File: src/pkg/vft_map.vh
// register map, field codes and fixed values of the virtual frame trigger block
`ifndef VFT_MAP_VH
`define VFT_MAP_VH
`define VFT_AW 4
`define VFT_DW 32
`define VFT_LW 16
// register offsets
`define VFT_REG_CTRL 4'h0
`define VFT_REG_DETECT 4'h1
`define VFT_REG_SIGTYPE 4'h2
`define VFT_REG_LINES 4'h3
`define VFT_REG_LTPER 4'h4
`define VFT_REG_STATUS 4'h5
`define VFT_REG_USED_CNT 4'h6
`define VFT_REG_IGN_CNT 4'h7
`define VFT_REG_END_CNT 4'h8
`define VFT_REG_LINE_CNT 4'h9
`define VFT_REG_PROBLEM 4'ha
// ctrl bit positions
`define VFT_CTRL_TRIG_EN 0
`define VFT_CTRL_GRAB 1
`define VFT_CTRL_VARIABLE 2
`define VFT_CTRL_LT_SRC 3
// detection codes
`define VFT_DET_LOW 7'h01
`define VFT_DET_HIGH 7'h02
`define VFT_DET_RISE 7'h04
`define VFT_DET_FALL 7'h08
`define VFT_DET_DUAL_RISE 7'h20
`define VFT_DET_DUAL_FALL 7'h40
// signal type codes
`define VFT_SIG_TTL 7'h01
`define VFT_SIG_DIFF 7'h02
`define VFT_SIG_24V 7'h08
`define VFT_SIG_12V 7'h40
// reset values
`define VFT_RST_LINES 16'h000a
`define VFT_RST_LTPER 16'h0100
`define VFT_RST_DETECT 7'h04
`define VFT_RST_SIGTYPE 7'h01
`endif

File: src/logic/vft_event_cnt.v
// saturating-free wrap counter for one trigger event class
`timescale 1ns/1ps
`include "vft_map.vh"
module vft_event_cnt (
	mclk,
	rst_n,
	clr,
	inc,
	count
);
	input wire mclk;
	input wire rst_n;
	input wire clr;
	input wire inc;
	output reg [`VFT_LW-1:0] count;

	// clear wins only when no event in the same cycle; else restart at one
	always @(posedge mclk or negedge rst_n) begin
		if (!rst_n) begin
			count <= 16'h0000;
		end else if (clr) begin
			count <= inc ? 16'h0001 : 16'h0000;
		end else if (inc) begin
			count <= count + 16'h0001;
		end
	end
endmodule // vft_event_cnt

File: src/logic/vft_frame_trigger.v
// virtual frame trigger control for a line-scan frame grabber
`timescale 1ns/1ps
`include "vft_map.vh"
// Notes on behaviour
// - frame trigger picks first stored line
// - fixed mode stores exactly configured lines
// - variable mode trigger-controlled, capped at maximum; the code caps rise and fall only, level and dual roll over at the maximum
// - level and dual modes roll over
// - edge modes take one frame, no rollover
// - two trigger inputs, one and two
// - camera line trigger always runs
// - line trigger from encoder or internal
// - trigger events only while grabbing
// - fixed level: recheck level at frame end
// - fixed mode: every trigger used or ignored
// - variable mode never reports ignored triggers
// - variable edge: edge starts, level sets length
// - enable bit: one on, zero off
// - detection codes 1,2,4,8,32,64 decoded
// - dual: input one starts, two ends
// - signal type setting held
// - monitor acquisition and transfer, report problems
// - used or ignored event per trigger
// - end event on second pulse or level end
module vft_frame_trigger (
	mclk,
	arst_n,
	reg_addr,
	reg_wdata,
	reg_wr,
	reg_rd,
	reg_rdata,
	trig_in1,
	trig_in2,
	encoder_line_trig,
	cam_line_valid,
	xfer_overflow,
	cam_line_trig,
	line_store,
	frame_first_line,
	frame_active,
	trigger_used_event,
	trigger_ignored_event,
	trigger_end_event
);
	input wire mclk;
	input wire arst_n;
	input wire [`VFT_AW-1:0] reg_addr;
	input wire [`VFT_DW-1:0] reg_wdata;
	input wire reg_wr;
	input wire reg_rd;
	output reg [`VFT_DW-1:0] reg_rdata;
	input wire trig_in1;
	input wire trig_in2;
	input wire encoder_line_trig;
	input wire cam_line_valid;
	input wire xfer_overflow;
	output reg cam_line_trig;
	output reg line_store;
	output reg frame_first_line;
	output wire frame_active;
	output reg trigger_used_event;
	output reg trigger_ignored_event;
	output reg trigger_end_event;

	localparam [2:0] ST_IDLE = 3'b001;
	localparam [2:0] ST_WAIT = 3'b010;
	localparam [2:0] ST_GRAB = 3'b100;

	reg rst_s1_r;
	reg rst_n_r;
	reg [3:0] ctrl_r;
	reg [6:0] detect_r;
	reg [6:0] sigtype_r;
	reg [`VFT_LW-1:0] lines_r;
	reg [`VFT_LW-1:0] ltper_r;
	reg [`VFT_LW-1:0] ltcnt_r;
	reg [`VFT_LW-1:0] line_cnt_r;
	reg [`VFT_LW-1:0] line_cnt_nxt;
	reg [2:0] state_r;
	reg [2:0] state_nxt;
	reg t1_d_r;
	reg t2_d_r;
	reg dual_on_r;
	reg ovf_r;
	reg cam_miss_r;
	reg store_nxt;
	reg first_nxt;
	reg used_nxt;
	reg ign_nxt;
	reg end_nxt;
	wire trig_en;
	wire grab;
	wire variable;
	wire lt_src_enc;
	wire is_low;
	wire is_high;
	wire is_rise;
	wire is_fall;
	wire is_dual_r;
	wire is_dual_f;
	wire is_level;
	wire is_dual;
	wire level_on;
	wire edge_start;
	wire edge_end;
	wire start_ev;
	wire level_keep;
	wire last_line;
	wire internal_lt;
	wire [`VFT_LW-1:0] used_cnt;
	wire [`VFT_LW-1:0] ign_cnt;
	wire [`VFT_LW-1:0] end_cnt;
	wire stat_clr;

	// reset released through two flops so all logic leaves reset together
	always @(posedge mclk or negedge arst_n) begin
		if (!arst_n) begin
			rst_s1_r <= 1'b0;
			rst_n_r <= 1'b0;
		end else begin
			rst_s1_r <= 1'b1;
			rst_n_r <= rst_s1_r;
		end
	end

	assign trig_en = ctrl_r[`VFT_CTRL_TRIG_EN];
	assign grab = ctrl_r[`VFT_CTRL_GRAB];
	assign variable = ctrl_r[`VFT_CTRL_VARIABLE];
	assign lt_src_enc = ctrl_r[`VFT_CTRL_LT_SRC];
	assign stat_clr = reg_wr && (reg_addr == `VFT_REG_STATUS);

	// detection decode; an unknown code matches nothing and no frame starts
	assign is_low = (detect_r == `VFT_DET_LOW);
	assign is_high = (detect_r == `VFT_DET_HIGH);
	assign is_rise = (detect_r == `VFT_DET_RISE);
	assign is_fall = (detect_r == `VFT_DET_FALL);
	assign is_dual_r = (detect_r == `VFT_DET_DUAL_RISE);
	assign is_dual_f = (detect_r == `VFT_DET_DUAL_FALL);
	assign is_level = is_low | is_high;
	assign is_dual = is_dual_r | is_dual_f;

	// trigger inputs are synchronous; previous value kept for edge finding;
	// dual window stays open from a start edge until the end edge or idle
	always @(posedge mclk or negedge rst_n_r) begin
		if (!rst_n_r) begin
			t1_d_r <= 1'b0;
			t2_d_r <= 1'b0;
			dual_on_r <= 1'b0;
		end else begin
			t1_d_r <= trig_in1;
			t2_d_r <= trig_in2;
			dual_on_r <= is_dual & (state_r != ST_IDLE) & (dual_on_r | edge_start) & ~edge_end;
		end
	end

	// input one carries start edges and levels, input two the dual end
	assign level_on = (is_low & ~trig_in1) | (is_high & trig_in1);
	assign edge_start = ((is_rise | is_dual_r) & trig_in1 & ~t1_d_r) |
		((is_fall | is_dual_f) & ~trig_in1 & t1_d_r);
	assign edge_end = (is_dual_r & trig_in2 & ~t2_d_r) |
		(is_dual_f & ~trig_in2 & t2_d_r);
	// a level counts as a trigger for as long as it is present, an edge only when it occurs
	assign start_ev = is_level ? level_on : edge_start;
	assign level_keep = is_level ? level_on : ((is_rise & trig_in1) | (is_fall & ~trig_in1));
	assign last_line = (line_cnt_r == lines_r - 16'h0001);

	// internal line trigger period counter, free running
	always @(posedge mclk or negedge rst_n_r) begin
		if (!rst_n_r) begin
			ltcnt_r <= 16'h0000;
		end else if (ltcnt_r >= ltper_r) begin
			ltcnt_r <= 16'h0000;
		end else begin
			ltcnt_r <= ltcnt_r + 16'h0001;
		end
	end
	assign internal_lt = (ltcnt_r == 16'h0000);

	// camera keeps getting line triggers whatever the frame state,
	// so the first line of a frame is never a stale, corrupted one
	always @(posedge mclk or negedge rst_n_r) begin
		if (!rst_n_r) begin
			cam_line_trig <= 1'b0;
		end else begin
			cam_line_trig <= lt_src_enc ? encoder_line_trig : internal_lt;
		end
	end

	// frame sequencer
	always @* begin
		state_nxt = state_r;
		line_cnt_nxt = line_cnt_r;
		store_nxt = 1'b0;
		first_nxt = 1'b0;
		used_nxt = 1'b0;
		ign_nxt = 1'b0;
		end_nxt = 1'b0;
		case (state_r)
		ST_IDLE: begin
			line_cnt_nxt = 16'h0000;
			if (trig_en && grab) begin
				state_nxt = ST_WAIT;
			end
		end
		ST_WAIT: begin
			if (!trig_en || !grab) begin
				state_nxt = ST_IDLE;
			end else if (start_ev) begin
				used_nxt = 1'b1;
				state_nxt = ST_GRAB;
				line_cnt_nxt = 16'h0000;
			end
		end
		ST_GRAB: begin
			if (!trig_en || !grab) begin
				state_nxt = ST_IDLE;
			end else begin
				// a trigger edge arriving mid-frame yields no image
				if (edge_start && !is_level && !variable) begin
					ign_nxt = 1'b1;
				end
				if (cam_line_valid) begin
					store_nxt = 1'b1;
					first_nxt = (line_cnt_r == 16'h0000);
					line_cnt_nxt = line_cnt_r + 16'h0001;
					if (last_line) begin
						// frame full: level/dual may roll over, edge may not
						line_cnt_nxt = 16'h0000;
						if (is_level && level_on) begin
							used_nxt = 1'b1;
						end else if (is_dual && dual_on_r && !edge_end) begin
							used_nxt = 1'b1;
						end else begin
							state_nxt = ST_WAIT;
						end
					end
				end
				// variable length: level end or second input closes the frame
				if (variable && !is_dual && !level_keep) begin
					end_nxt = 1'b1;
					state_nxt = ST_WAIT;
					line_cnt_nxt = 16'h0000;
				end else if (variable && is_dual && edge_end) begin
					end_nxt = 1'b1;
					state_nxt = ST_WAIT;
					line_cnt_nxt = 16'h0000;
				end else if (!variable && (edge_end || (is_level && t1_d_r != trig_in1
					&& !level_on))) begin
					end_nxt = 1'b1;
				end
			end
		end
		default: begin
			state_nxt = ST_IDLE;
		end
		endcase
		if (variable) begin
			ign_nxt = 1'b0;
		end
	end

	// sequencer state, line counter and event pulses, all from flops
	always @(posedge mclk or negedge rst_n_r) begin
		if (!rst_n_r) begin
			state_r <= ST_IDLE;
			line_cnt_r <= 16'h0000;
			line_store <= 1'b0;
			frame_first_line <= 1'b0;
			trigger_used_event <= 1'b0;
			trigger_ignored_event <= 1'b0;
			trigger_end_event <= 1'b0;
		end else begin
			state_r <= state_nxt;
			line_cnt_r <= line_cnt_nxt;
			line_store <= store_nxt;
			frame_first_line <= first_nxt;
			trigger_used_event <= used_nxt;
			trigger_ignored_event <= ign_nxt;
			trigger_end_event <= end_nxt;
		end
	end
	assign frame_active = state_r[2];

	// problem flags: set wins over the software clear
	always @(posedge mclk or negedge rst_n_r) begin
		if (!rst_n_r) begin
			ovf_r <= 1'b0;
			cam_miss_r <= 1'b0;
		end else begin
			ovf_r <= xfer_overflow | (ovf_r & ~(stat_clr & reg_wdata[0]));
			cam_miss_r <= (cam_line_valid & cam_line_trig & ~lt_src_enc & (ltper_r == 16'h0000))
				| (cam_miss_r & ~(stat_clr & reg_wdata[1]));
		end
	end

	// event counters, cleared by writing the status register
	vft_event_cnt u_used (
		.mclk(mclk),
		.rst_n(rst_n_r),
		.clr(stat_clr),
		.inc(trigger_used_event),
		.count(used_cnt)
	);
	vft_event_cnt u_ign (
		.mclk(mclk),
		.rst_n(rst_n_r),
		.clr(stat_clr),
		.inc(trigger_ignored_event),
		.count(ign_cnt)
	);
	vft_event_cnt u_end (
		.mclk(mclk),
		.rst_n(rst_n_r),
		.clr(stat_clr),
		.inc(trigger_end_event),
		.count(end_cnt)
	);

	// register writes
	always @(posedge mclk or negedge rst_n_r) begin
		if (!rst_n_r) begin
			ctrl_r <= 4'h0;
			detect_r <= `VFT_RST_DETECT;
			sigtype_r <= `VFT_RST_SIGTYPE;
			lines_r <= `VFT_RST_LINES;
			ltper_r <= `VFT_RST_LTPER;
		end else if (reg_wr) begin
			case (reg_addr)
			`VFT_REG_CTRL: ctrl_r <= reg_wdata[3:0];
			`VFT_REG_DETECT: detect_r <= reg_wdata[6:0];
			`VFT_REG_SIGTYPE: sigtype_r <= reg_wdata[6:0];
			`VFT_REG_LINES: lines_r <= (reg_wdata[15:0] == 16'h0000) ? 16'h0001
				: reg_wdata[15:0];
			`VFT_REG_LTPER: ltper_r <= reg_wdata[15:0];
			default: begin
			end
			endcase
		end
	end

	// register reads, data in the following cycle only; unmapped reads zero
	always @(posedge mclk or negedge rst_n_r) begin
		if (!rst_n_r) begin
			reg_rdata <= 32'h00000000;
		end else if (reg_rd) begin
			case (reg_addr)
			`VFT_REG_CTRL: reg_rdata <= {28'h0000000, ctrl_r};
			`VFT_REG_DETECT: reg_rdata <= {25'h0000000, detect_r};
			`VFT_REG_SIGTYPE: reg_rdata <= {25'h0000000, sigtype_r};
			`VFT_REG_LINES: reg_rdata <= {16'h0000, lines_r};
			`VFT_REG_LTPER: reg_rdata <= {16'h0000, ltper_r};
			`VFT_REG_STATUS: reg_rdata <= {26'h0000000, state_r, frame_active,
				cam_miss_r, ovf_r};
			`VFT_REG_USED_CNT: reg_rdata <= {16'h0000, used_cnt};
			`VFT_REG_IGN_CNT: reg_rdata <= {16'h0000, ign_cnt};
			`VFT_REG_END_CNT: reg_rdata <= {16'h0000, end_cnt};
			`VFT_REG_LINE_CNT: reg_rdata <= {16'h0000, line_cnt_r};
			default: reg_rdata <= 32'h00000000;
			endcase
		end else begin
			reg_rdata <= 32'h00000000;
		end
	end
endmodule // vft_frame_trigger

File: config.mk
export PLATFORM = sky130hd
export DESIGN_NAME = vft_frame_trigger
export DESIGN_NICKNAME = d
export VERILOG_FILES = /design/src/logic/vft_event_cnt.v /design/src/logic/vft_frame_trigger.v
export VERILOG_INCLUDE_DIRS = /design/src /design/src/pkg
export SDC_FILE = /design/constraint.sdc
export NUM_CORES = 1
export LEC_CHECK = 0
export BUFFER_PORTS_ARGS = -buffer_cell sky130_fd_sc_hd__buf_2
export CAP_MARGIN = 20
export CORE_MARGIN = 2
export CORE_UTILIZATION = 45
export DETAILED_ROUTE_END_ITERATION = 7
export PLACE_DENSITY = 0.71
export SYNTH_ARGS = -nofsm -noshare
export SYNTH_HDL_FRONTEND = slang
export SYNTH_SLANG_ARGS = --single-unit
File: constraint.sdc
create_clock -name mclk -period 13.85 [get_ports mclk]
set_input_delay 2.0775 -clock mclk [delete_from_list [all_inputs] [get_ports mclk]]
set_output_delay 2.0775 -clock mclk [all_outputs]
set_load 0.02 [all_outputs]
## After elaboration in Yosys (flattened, before gate mapping)

Index checks and enable logic that the tools add are counted.

| word-level totals | value |
|---|---|
| register bits | 178 |
| bits in latches | 0 |
| bits in writable memories | 0 |
| bits in read-only memories | 0 |
| input bits | 45 |
| output and inout port bits | 39 |
| logic and storage cells | 202 |
| memories | 0 |

| cells by class | value |
|---|---|
| add/sub/neg operators | 6 |
| multipliers | 0 |
| div/mod/pow operators | 0 |
| $lt $le $gt $ge | 1 |
| equality and inequality tests | 31 |
| shift-type cells | 0 |
| mux-type cells | 58 |
| bitwise gates (word level) | 41 |
| reductions and logical operators | 40 |

Operators by type and width:

| cell | count |
|---|---|
| 16-bit 2-to-1 mux | 15 |
| 16-bit one-hot mux with 10 select lines | 1 |
| 16-bit by 1-bit adder with 16-bit output (second input constant) | 5 |
| 16-bit zero test | 4 |
| 16-bit one-hot mux with 3 select lines | 1 |
| 32-bit 2-to-1 mux | 1 |
| 3-bit 2-to-1 mux | 10 |
| 1-bit 2-to-1 mux | 28 |
| 1-bit bitwise AND | 22 |
| 5-bit != test (second input constant) | 4 |
| 16-bit equality test | 1 |
| 4-bit by 3-bit equality test with 1-bit output (second input constant) | 4 |
| 16-bit >= comparator | 1 |
| 16-bit by 1-bit subtractor with 16-bit output (second input constant) | 1 |
| 1-bit logical AND | 14 |
| 1-bit OR | 11 |
| 2-bit AND reduction | 5 |
| 3-bit one-hot mux with 3 select lines | 1 |
| 4-bit by 2-bit equality test with 1-bit output (second input constant) | 2 |
| 4-bit equality test (second input constant) | 2 |
| 1-bit zero test | 8 |
| 2-bit != test (second input constant) | 4 |
| 1-bit NOT | 8 |
| 7-bit by 1-bit equality test with 1-bit output (second input constant) | 1 |
| other kinds (20) | 23 |

## Depth between registers and ports, before layout

Gate-level depths: netlist of the first run.

| logic depth | value |
|---|---|
| depth after elaboration | 14 |
| mapped depth | 11 |
| gate-level depth less buffers | 9 |

## Cells and area by module

A second synthesis of the first run with hierarchy kept.

| unflattened totals | value |
|---|---|
| cells, all modules | 989 |
| area total of the unflattened synthesis | 9646.8 um^2 |

Modules (own cells, without submodules):

| module | times used | cells each | area an instance (um^2) | sequential area each (um^2) |
|---|---|---|---|---|
| vft_frame_trigger | 1 | 743 | 7124.3 | 2860.2 |
| vft_event_cnt | 3 | 82 | 840.8 | 400.4 |

## Worst setup path before layout of the first run

OpenSTA, ideal clock, no wires.

| timing path | value |
|---|---|
| path kind | input to register |
| start | input port trig_in1 |
| end | register line_cnt_r[11] |
| library setup time | 121 ps |
| arrival | 4095 ps |
| required time | 13729 ps |
| setup slack | 9634 ps |
| stages | 8 |
| path buffers | 2 |
| path through | or3b_2 > a2111oi_2 > a21oi_1 > a32o_1 > buf_4 > buf_2 > a31o_1 > a22o_1 |

| between the ends | value |
|---|---|
| word-level cells in the longest chain between the ends | 9 |
| elaborated cells on any way between the ends | 22 |
| those cells by class | eq/ne (2); mux (5); bitwise (12); reduce/logical (3) |

RTL lines:

| item | line | text |
|---|---|---|
| start: declaration | vft_frame_trigger.v:53 | `input wire trig_in1;` |
| 1-bit NOT | vft_frame_trigger.v:158, vft_frame_trigger.v:160, vft_frame_trigger.v:165 |  |
| 1-bit bitwise AND, on equally long branches | vft_frame_trigger.v:165, vft_frame_trigger.v:158 |  |
| 1-bit OR, on equally long branches | vft_frame_trigger.v:165, vft_frame_trigger.v:158 |  |
| 1-bit 2-to-1 mux | vft_frame_trigger.v:165 | `assign level_keep = is_level ? level_on : ((is_rise & trig_in1) \| (is_fall & ~trig_in1));` |
| 1-bit zero test | vft_frame_trigger.v:240 | `if (variable && !is_dual && !level_keep) begin` |
| 1-bit logical AND | vft_frame_trigger.v:240 |  |
| 16-bit 2-to-1 mux | vft_frame_trigger.v:240 |  |
| 16-bit 2-to-1 mux | vft_frame_trigger.v:216 | `if (!trig_en \|\| !grab) begin` |
| 16-bit one-hot mux with 3 select lines | vft_frame_trigger.v:199 | `case (state_r)` |
| end signal: assignment | vft_frame_trigger.v:275 | `line_cnt_r <= line_cnt_nxt;` |
| end: declaration | vft_frame_trigger.v:78 | `` reg [`VFT_LW-1:0] line_cnt_r; `` |

Several ways; a longest one is shown, not always the timed one. The select of a mux whose other input is x is not followed.
A chain may end at the register's enable or synchronous reset.

## Worst setup path in the final report of the first run

| timing path | value |
|---|---|
| start | input port trig_in1 |
| end | register line_cnt_r[15] |

Same word-level chain as after synthesis.

==> summary.md, run 1 <==
| Metric | Value |
|---|---|
| Outcome | `finished, final reports clean` |
| RePlAce Congestion | `0.9157` |
| #FFs+latches synth | `162` |
| Final max-slew violation count | `0` |
| Sink Count | `162` |
| Root Driver | `clkbuf_16` |
| Switch Pwr | `0.4555 mW` |
| Vias | `7292` |
| Drt first pass iters | `5` |
| Clock-pin slew on the worst setup and hold paths | `0.06 ns` |
| # hold bufs at CTS | `0` |
| Worst r2r src | `detect_r[1]` |
| Area Growth Syn to Fin | `10.18%` |
| Period minus WS final | `5.196 ns` |
| Share of layout cells above drive strength 1 | `17.14%` |
| Leak | `4.514 nW` |
| Share of the synthesized area in the top cell type | `42.20%` |
| Sw frac | `32.29%` |
| Final worst-path cycle share | `37.52%` |
| Ys flop type | `dfrtp_1` |
| Post-CTS Setup Bufs | `0` |
| # H-tree levels | `4` |
| Adder-cell area share of the yosys netlist | `3.246%` |
| Grt total ovfl | `0` |
| WP data arrival | `5.51 ns` |
| Slew HR | `26.23%` |
| Total core area | `0.02023 mm^2` |
| Main combinational cell family by area after synthesis | `simple AND/OR/NAND/NOR gates` |
| Worst skew pair latency | `0.44 ns` |
| Die Y | `147.4 um` |
| Sequential share of the synthesized area | `43.90%` |
| Worst slew pin tran | `1.102 ns` |
| Peak VDD IR | `90.48 uV` |
| Nets | `1036` |
| Async set or reset register ratio after synthesis | `100.0%` |
| Setup violators final | `0` |
| CP Class | `input pin to register` |
| Starting density of the core | `45.72%` |
| Startpoint types | `input pin` |
| Total negative slack | `0 ns` |
| Internal power | `0.9550 mW` |
| DPL Wire Length | `17050 um` |
| Synth top area cells | `dfrtp_1, mux2_2, xor2_1` |
| Cell variety after synth | `73` |
| Max-cap violations | `0` |
| Routed Antenna Nets | `0` |
| Worst reg2reg path endpoint | `line_cnt_r[15]` |
| Worst reg2reg path depth | `7` |
| Total wire length | `23660 um` |
| Full die area | `0.02172 mm^2` |
| Mean Syn Cell Area | `9.863 um^2` |
| Vias per std cell | `5.834` |
| Post-synthesis xor/xnor area fraction | `6.343%` |
| Vias in the first global route | `6909` |
| Flop2flop setup slack | `9.98 ns` |
| Power Density | `138.4 mW/mm^2` |
| Site Rows | `52` |
| Ports | `84` |
| DRT iter0 DRCs | `732` |
| Avg WL per Cell | `18.93 um` |
| Post-Syn Instances | `938` |
| Yosys top cell by area | `dfrtp_1` |
| Worst min path class | `register to asynchronous set/reset pin` |
| Fmax | `192.4 MHz` |
| DRC Markers | `0` |
| Worst clock skew | `0.01028 ns` |
| Initial antenna violation count | `0` |
| Maximum clock insertion buffer count | `2` |
| Hold violation total from the final report | `0` |
| CTS resizes | `0` |
| CTS tree | `done` |
| Min Hold Slack | `0.1754 ns` |
| Clock power share | `32.7%` |
| Global-route wire length before repair | `38320 um` |
| Commonest non-fill, non-tap cells in the layout | `dfrtp_1, nor2_1, nand2_1, buf_2, mux2_2` |
| Flop pwr share | `46.8%` |
| CTS buffer count | `17` |
| Yosys warns | `0` |
| EDFF count, synth | `0` |
| RSZ-0062 raised after global routing | `no` |
| CP required | `14.17 ns` |
| Most common cell after layout, fill and taps aside | `dfrtp_1` |
| Post-synthesis mux area share | `7.547%` |
| Crit end category | `register` |
| Synth Cell Area | `0.009251 mm^2` |
| Largest net degree at the start of global routing | `76` |
| Post-Route Utilization | `50.38%` |
| Total GRT Usage | `22.58%` |
| Complex-gate fraction of the synthesized area | `14.90%` |
| Chip width | `147.4 um` |
| Fill count | `1855` |
| Antenna Cells | `0` |
| IO Port Bufs | `51` |
| Simple-Gate Fraction of Synth Area | `18.76%` |
| Gate power share | `20.5%` |
| CP max FO | `18` |
## cells in the mapped netlist (17+ instances only)
library cell,n
dfrtp_1,156
xor2_1,43
clkbuf_1,38
inv_1,33
nand2_1,76
mux2_2,50
ha_1,24
xnor2_1,24
nor2_1,83
nand2b_1,17
o21ai_0,20
a22oi_1,38
nand4_1,18
a21oi_1,44
nand3_1,25
buf_4,17
## power by group through the flow
stage | combinational, mW | clock, mW | sequential (mW)
2_1_floorplan | 0.239 | 0 | 0.626
3_3_place_gp | 0.275 | 0 | 0.662
3_5_place_dp | 0.287 | 0 | 0.665
4_1_cts | 0.289 | 0.467 | 0.657
5_1_grt | 0.325 | 0.492 | 0.671
6_report | 0.289 | 0.461 | 0.660
## worst max-delay path, cell delays in order
cell,delay (ns)
buf_2,0.15
or3b_2,0.46
a2111oi_2,0.62
nand3b_1,0.21
o21a_1,0.58
a32o_1,0.80
nor3b_4,0.24
a221o_1,0.35
## worst max path at each step
stage,start,end,slack [ns],depth (start not counted)
after floorplan,rst_n_r,cam_line_trig,9.01,0
after global placement,trig_in1,line_cnt_r[15],8.24,8
after detailed placement,trig_in1,line_cnt_r[15],8.24,8
after CTS,trig_in1,line_cnt_r[15],8.70,8
after global routing,trig_in1,line_cnt_r[15],8.47,8
final,trig_in1,line_cnt_r[15],8.65,8
## through the flow
step,total power [mW],cell area (um^2),instances,setup slack (ns)
after global routing,1.488,10190,1250,8.471
after CTS,1.414,10180,1248,8.705
after detailed placement,0.9524,9613,1216,8.243
final,1.411,10190,1250,8.654
after floorplan,0.8651,9308,953,9.012
after global placement,0.9371,9598,1214,8.242
## cell type report
| cell class | count | area [um^2] | share of cell area (%) |
|---|---|---|---|
| multi-input cells | 691 | 4763 | 46.73 |
| flip-flops and latches | 162 | 4065 | 39.88 |
| clock buffers | 22 | 454.2 | 4.456 |
| repair buffers | 62 | 337.8 | 3.314 |
| well taps | 270 | 337.8 | 3.314 |
| inverters | 33 | 123.9 | 1.215 |
| clock inverters | 10 | 111.4 | 1.092 |
## sequential cells by signal, summed over array words and instances, names as in the netlist, 16 cells and up
| name | count |
|---|---|
| u_ign.count | 16 |
| ltper_r | 16 |
| lines_r | 16 |
| reg_rdata | 16 |
| u_used.count | 16 |
| u_end.count | 16 |
| ltcnt_r | 16 |
| line_cnt_r | 16 |
## layer usage
layer,share of wire [%],up-vias,GRT usage [%]
met2,46,253,34.77
met5,0,-,0
met3,6.4,36,4.105
li1,-,3421,-
met1,46,3582,32.62
met4,2.0,0,7.067
## kinds of logic after synthesis
logic type,after synthesis
simple gates,331
compound gates,191
flops,162
buf+inv,100
xor+xnor,67
mux,61
fa+ha+maj,24
other cells,2
Power figures use the tool's default switching activity.
==> run 2: changes to the inputs <==
Settings changed: PLACE_DENSITY 0.71 to 0.74.
Clock period 13.85 ns to 4.3 ns, I/O delays scaled along.
==> run 2 against run 1 <==
Setup slack worse by 7.7 ns. Via count is 1.4% higher. Total power grew to 3.3 times the previous value. Largest cell class unchanged. Critical path type is now register to register. Flip-flop and latch count stayed put. Non-clock buffer count is 4 higher. Clock power grew to 3.3 times the previous value. Final cell count is 0.16% higher. Core utilization is 0.43 points higher. Clock skew is 0.0025 ns lower. Critical endpoint is now line_cnt_r[0]. Count of clock-buffer cells in the layout stayed put. Cell area is 0.86% higher. Critical path depth is 1 higher.
==> summary.md, run 2 (synthesis gave the netlist of run 1 again) <==
| Metric | Value |
|---|---|
| Sw frac | `31.93% (-0.36 points)` |
| Worst r2r src | `lines_r[0]` |
| Total core area | `0.02023 mm^2 (unchanged)` |
| Switch Pwr | `1.467 mW (+220%)` |
| DRT iter0 DRCs | `811 (+11%)` |
| Site Rows | `52 (unchanged)` |
| Setup violators final | `0 (unchanged)` |
| Area Growth Syn to Fin | `11.13%` |
| Outcome | `finished, final reports clean` |
| Flop pwr share | `46.5% (-0.3 points)` |
| Total wire length | `23930 um (+1.1%)` |
| WP data arrival | `3.75 ns (-1.76 ns)` |
| Initial antenna violation count | `0 (unchanged)` |
| Internal power | `3.127 mW (+230%)` |
| # hold bufs at CTS | `1 (+1)` |
| CP Class | `register to register` |
| Period minus WS final | `3.381 ns` |
| Grt total ovfl | `0 (unchanged)` |
| Worst slew pin tran | `1.119 ns (+0.01641 ns)` |
| RSZ-0062 raised after global routing | `no` |
| Nets | `1040 (+0.39%)` |
| Worst clock skew | `0.007743 ns (-0.002539 ns)` |
| Share of layout cells above drive strength 1 | `17.52% (+0.37 points)` |
| Worst skew pair latency | `0.44 ns (about the same)` |
| Startpoint types | `register` |
| Vias in the first global route | `6980 (+1.0%)` |
| Total negative slack | `0 ns (unchanged)` |
| DPL Wire Length | `17170 um (+0.69%)` |
| Root Driver | `clkbuf_16` |
| Slew HR | `25.13% (-1.1 points)` |
| Starting density of the core | `45.72% (unchanged)` |
| Post-CTS Setup Bufs | `0 (unchanged)` |
| RePlAce Congestion | `0.9153 (about the same)` |
| IO Port Bufs | `51 (unchanged)` |
| Crit end category | `register` |
| Full die area | `0.02172 mm^2 (unchanged)` |
| Drt first pass iters | `5 (unchanged)` |
| Max-cap violations | `0 (unchanged)` |
| Cell area after layout | `0.01028 mm^2 (+0.86%)` |
| Dpl cell area | `0.009633 mm^2 (+0.21%)` |
| CTS tree | `done` |
| CTS buffer count | `17 (unchanged)` |
| Clock-pin slew on the worst setup and hold paths | `0.06 ns (about the same)` |
| Chip width | `147.4 um (unchanged)` |
| Largest net degree at the start of global routing | `84 (+11%)` |
| Total GRT Usage | `22.79% (+0.21 points)` |
| Hold violation total from the final report | `0 (unchanged)` |
| Antenna Cells | `0 (unchanged)` |
| Peak VDD IR | `302.8 uV (+230%)` |
| Commonest non-fill, non-tap cells in the layout | `dfrtp_1, nor2_1, nand2_1, buf_2, mux2_2` |
| Vias per std cell | `5.906 (+1.2%)` |
| Power Density | `446.9 mW/mm^2 (+220%)` |
| CP required | `4.67 ns (-9.50 ns)` |
| Final worst-path cycle share | `78.62%` |
| CTS resizes | `0 (unchanged)` |
| Clock power share | `33.1% (+0.4 points)` |
| # H-tree levels | `4 (unchanged)` |
| CP max FO | `15 (-3)` |
| CP Launch Point | `lines_r[0]` |
| Fmax | `295.8 MHz` |
| Avg WL per Cell | `19.12 um (+0.98%)` |
| Worst min path class | `register to asynchronous set/reset pin` |
| Leak | `4.554 nW (+0.87%)` |
| Sink Count | `162 (unchanged)` |
| Gate power share | `20.4% (about the same)` |
| DRC Markers | `0 (unchanged)` |
| Die Y | `147.4 um (unchanged)` |
| Routed Antenna Nets | `0 (unchanged)` |
| Vias | `7394 (+1.4%)` |
| Ports | `84 (unchanged)` |
| Global-route wire length before repair | `38900 um (+1.5%)` |
| Maximum clock insertion buffer count | `2 (unchanged)` |
| Final max-slew violation count | `0 (unchanged)` |
| Most common cell after layout, fill and taps aside | `dfrtp_1` |
[run 2: layer usage]
layer / GRT usage, % / up-vias / routed length (um)
li1: - / 3424 / -
met1: 32.13 / 3648 / 10490
met2: 35.56 / 284 / 11120
met3: 4.537 / 38 / 1819
met4: 7.404 / 0 / 510
met5: 0 / - / 0
[run 2: path summary, 6_finish.rpt]
| check | to | slack [ns] | cells after the start |
|---|---|---|---|
| hold / removal | detect_r[5] | 0.22 | 0 |
| min in group mclk | t2_d_r | 0.35 | 1 |
| setup / recovery | line_cnt_r[0] | 0.92 | 9 |
| setup reg to reg | line_cnt_r[0] | 0.92 | 9 |
| hold reg to reg | detect_r[5] | 0.22 | 0 |
| max in group asynchronous | ltper_r[8] | 3.32 | 1 |
[run 2: layout make-up]
type	instances	area (um^2)
clock inverters	8	103.9
fillers	1830	9953
inverters	33	123.9
well taps	270	337.8
repair buffers	66	402.9
flip-flops and latches	162	4065
clock buffers	22	484.2
multi-input cells	691	4763
[run 2: metrics by stage]
stage	hold WS, ns	instances	utilization [%]	setup WS [ns]	power [mW]
after floorplan	0.3311	953	-	1.405	2.786
after global routing	0.2363	1252	50.81	0.7747	4.844
after global placement	0.3366	1217	47.61	0.9015	3.024
after CTS	0.3316	1248	50.56	0.9321	4.593
after detailed placement	0.3426	1217	47.61	0.8628	3.063
final	0.2162	1252	50.81	0.9193	4.594
[run 2: power groups by stage]
stage	Combinational, mW	Sequential, mW	Clock [mW]
6_report	0.939	2.14	1.52
5_1_grt	1.06	2.17	1.61
4_1_cts	0.916	2.13	1.54
3_5_place_dp	0.907	2.16	0
3_3_place_gp	0.878	2.15	0
2_1_floorplan	0.770	2.02	0
[run 2: worst max-delay path, cell delays in order, from the launching register on]
cell	delay, ns
dfrtp_1	0.47
inv_1	0.12
ha_1	0.21
or3b_4	0.44
or3_1	0.33
and3_1	0.19
o31a_1	0.34
o2111a_2	0.33
nor3b_4	0.60
mux2_2	0.28
==> run 3: changes to the inputs <==
Settings changed: PLACE_DENSITY 0.74 to 0.71.
Clock period 4.3 ns to 3.25 ns, I/O delays scaled along.
==> run 3 against run 2 <==
Flip-flop and latch count stayed put. Sequential power is 31% higher. Routed wire length is 0.76% higher. Hold slack worse by 0.037 ns. Clock skew is 0.00060 ns higher. Highest routed layer unchanged. Die area stayed put. Largest cell class unchanged. Clock power is 33% higher.
==> summary.md, run 3 (synthesis gave the netlist of run 1 again) <==
| Metric | Value |
|---|---|
| Outcome | `finished, final reports clean` |
| Sink Count | `162 (unchanged)` |
| Maximum clock insertion buffer count | `2 (unchanged)` |
| Power Density | `592.5 mW/mm^2 (+33%)` |
| Final max-slew violation count | `0 (unchanged)` |
| Routed Antenna Nets | `0 (unchanged)` |
| Crit end category | `register` |
| Total power | `6.107 mW (+33%)` |
| CP required | `3.56 ns (-1.11 ns)` |
| # hold bufs at CTS | `1 (unchanged)` |
| CTS tree | `done` |
| Worst skew pair latency | `0.43 ns (about the same)` |
| Ports | `84 (unchanged)` |
| RePlAce Congestion | `0.9142 (-0.12%)` |
| Initial antenna violation count | `0 (unchanged)` |
| Gate power share | `21.0% (+0.6 points)` |
| Leak | `4.593 nW (+0.86%)` |
| Area Growth Syn to Fin | `11.41%` |
| Total wire length | `24120 um (+0.76%)` |
| Flop pwr share | `46.0% (-0.5 points)` |
| CTS resizes | `0 (unchanged)` |
| Vias | `7467 (+0.99%)` |
| Worst slack, placed | `0.2052 ns (-0.6576 ns)` |
| Sw frac | `32.63% (+0.70 points)` |
| Full die area | `0.02172 mm^2 (unchanged)` |
| CP Class | `register to register` |
| CP max FO | `16 (+1)` |
| Chip width | `147.4 um (unchanged)` |
| Commonest non-fill, non-tap cells in the layout | `dfrtp_1, nor2_1, nand2_1, buf_2, mux2_2` |
| Antenna Cells | `0 (unchanged)` |
| Clock power share | `33.0% (about the same)` |
| Final worst-path cycle share | `95.04% (+16 points)` |
| DPL Wire Length | `17500 um (+1.9%)` |
| Total negative slack | `0 ns (unchanged)` |
| Clock-pin slew on the worst setup and hold paths | `0.06 ns (about the same)` |
| Most common cell after layout, fill and taps aside | `dfrtp_1` |
| Share of layout cells above drive strength 1 | `18.28% (+0.77 points)` |
| Avg WL per Cell | `19.14 um (+0.12%)` |
| Site Rows | `52 (unchanged)` |
| RSZ-0062 raised after global routing | `no` |
| Worst path slowest cell | `or4_4` |
| IO Port Bufs | `51 (unchanged)` |
| DRC Markers | `0 (unchanged)` |
| Nets | `1046 (+0.58%)` |
| Worst min path class | `input pin to register` |
| Period minus WS final | `3.089 ns (-0.2920 ns)` |
| Vias per std cell | `5.926 (+0.35%)` |
| Drt first pass iters | `5 (unchanged)` |
| Setup violators final | `0 (unchanged)` |
| Worst slew pin tran | `0.7515 ns (-0.3674 ns)` |
| Fmax | `323.8 MHz (+9.5%)` |
| CP max stage delay | `0.47 ns (-0.13 ns)` |
| Dpl cell area | `0.009701 mm^2 (+0.70%)` |
| # H-tree levels | `4 (unchanged)` |
| Non-filler cells, final | `1260 (+0.64%)` |
| Global-route wire length before repair | `39340 um (+1.1%)` |
| CTS buffer count | `17 (unchanged)` |
| Largest net degree at the start of global routing | `89 (+6.0%)` |
| Switch Pwr | `1.993 mW (+36%)` |
| Max-cap violations | `0 (unchanged)` |
| Slew HR | `49.78% (+25 points)` |
| Hold violation total from the final report | `0 (unchanged)` |
| Total GRT Usage | `23.10% (+0.32 points)` |
| Worst setup margin | `0.1613 ns (-0.7580 ns)` |
| Cell area after layout | `0.01031 mm^2 (+0.26%)` |
| Worst clock skew | `0.008348 ns (+0.0006047 ns)` |
| Die Y | `147.4 um (unchanged)` |
| DRT iter0 DRCs | `764 (-5.8%)` |
| Vias in the first global route | `7124 (+2.1%)` |
| Critical path cell sequence | `inv_1, ha_1, or3b_4, or4_4, o41ai_4, o2111ai_4, a31o_1, a22o_1` |
| Internal power | `4.114 mW (+32%)` |
| Grt total ovfl | `0 (unchanged)` |
| Starting density of the core | `45.72% (unchanged)` |
| Startpoint types | `register` |
| Peak VDD IR | `404.2 uV (+33%)` |
| WP data arrival | `3.40 ns (-0.35 ns)` |
| Total core area | `0.02023 mm^2 (unchanged)` |
| Post-CTS Setup Bufs | `0 (unchanged)` |
| Root Driver | `clkbuf_16` |
| # placed instances | `1226 (+0.74%)` |
run 3: cell types whose count changed in the layout (fill, tap and decap cells not counted), sizes merged:
cell	change
clkinv	+8
buf	+6
clkbuf	-3
clkinvlp	-3
run 3: critical path, delay by kind of cell, from the launching register on:
| family | cells | cell delay (ns) |
|---|---|---|
| AND/OR/NAND/NOR | 2 | 0.92 |
| flip-flops | 1 | 0.37 |
| AO/OA/AOI/OAI | 4 | 1.40 |
| buffers and inverters | 1 | 0.08 |
| adder cells (fa/ha/maj) | 1 | 0.21 |
run 3: power groups by stage:
stage / clock [mW] / combinational (mW) / sequential [mW]
2_1_floorplan: 0 / 1.02 / 2.67
3_3_place_gp: 0 / 1.21 / 2.81
3_5_place_dp: 0 / 1.26 / 2.82
4_1_cts: 2.04 / 1.27 / 2.79
5_1_grt: 2.13 / 1.44 / 2.85
6_report: 2.02 / 1.28 / 2.81
run 3: through the flow:
step	hold slack (ns)	utilization, %
after floorplan	0.1919	-
after global placement	0.2732	47.94
after detailed placement	0.2755	47.94
after CTS	0.1729	50.90
after global routing	0.1736	50.94
final	0.1796	50.94
run 3: worst paths after layout:
kind                             from             end  slack (ns)  depth (start not counted)
max                        lines_r[0]   line_cnt_r[2]        0.16                          8
min                          trig_in2          t2_d_r        0.18                          1
max reg2reg                lines_r[0]   line_cnt_r[2]        0.16                          8
min reg2reg                   rst_n_r       ctrl_r[3]        0.35                          0
max in group asynchronous     rst_n_r  u_ign.count[9]        2.02                          1
min in group asynchronous     rst_n_r       ctrl_r[3]        0.35                          0
run 3: final cells by class:
cell class                      count  area, um^2
Clock buffer                       19       452.9
Clock inverter                     13       136.4
Fill cell                        1824        9927
Inverter                           33       123.9
Multi-Input combinational cell    691        4763
Sequential cell                   162        4065
Tap cell                          270       337.8
Timing Repair Buffer               72       427.9
run 3: routing by layer:
layer / vias to the layer above / routed length [um] / track usage (%)
met1: 3643 / 10760 / 32.66
met3: 54 / 1691 / 4.630
met4: 0 / 700 / 9.279
li1: 3445 / - / -
met2: 325 / 10970 / 35.09
met5: - / 0 / 0
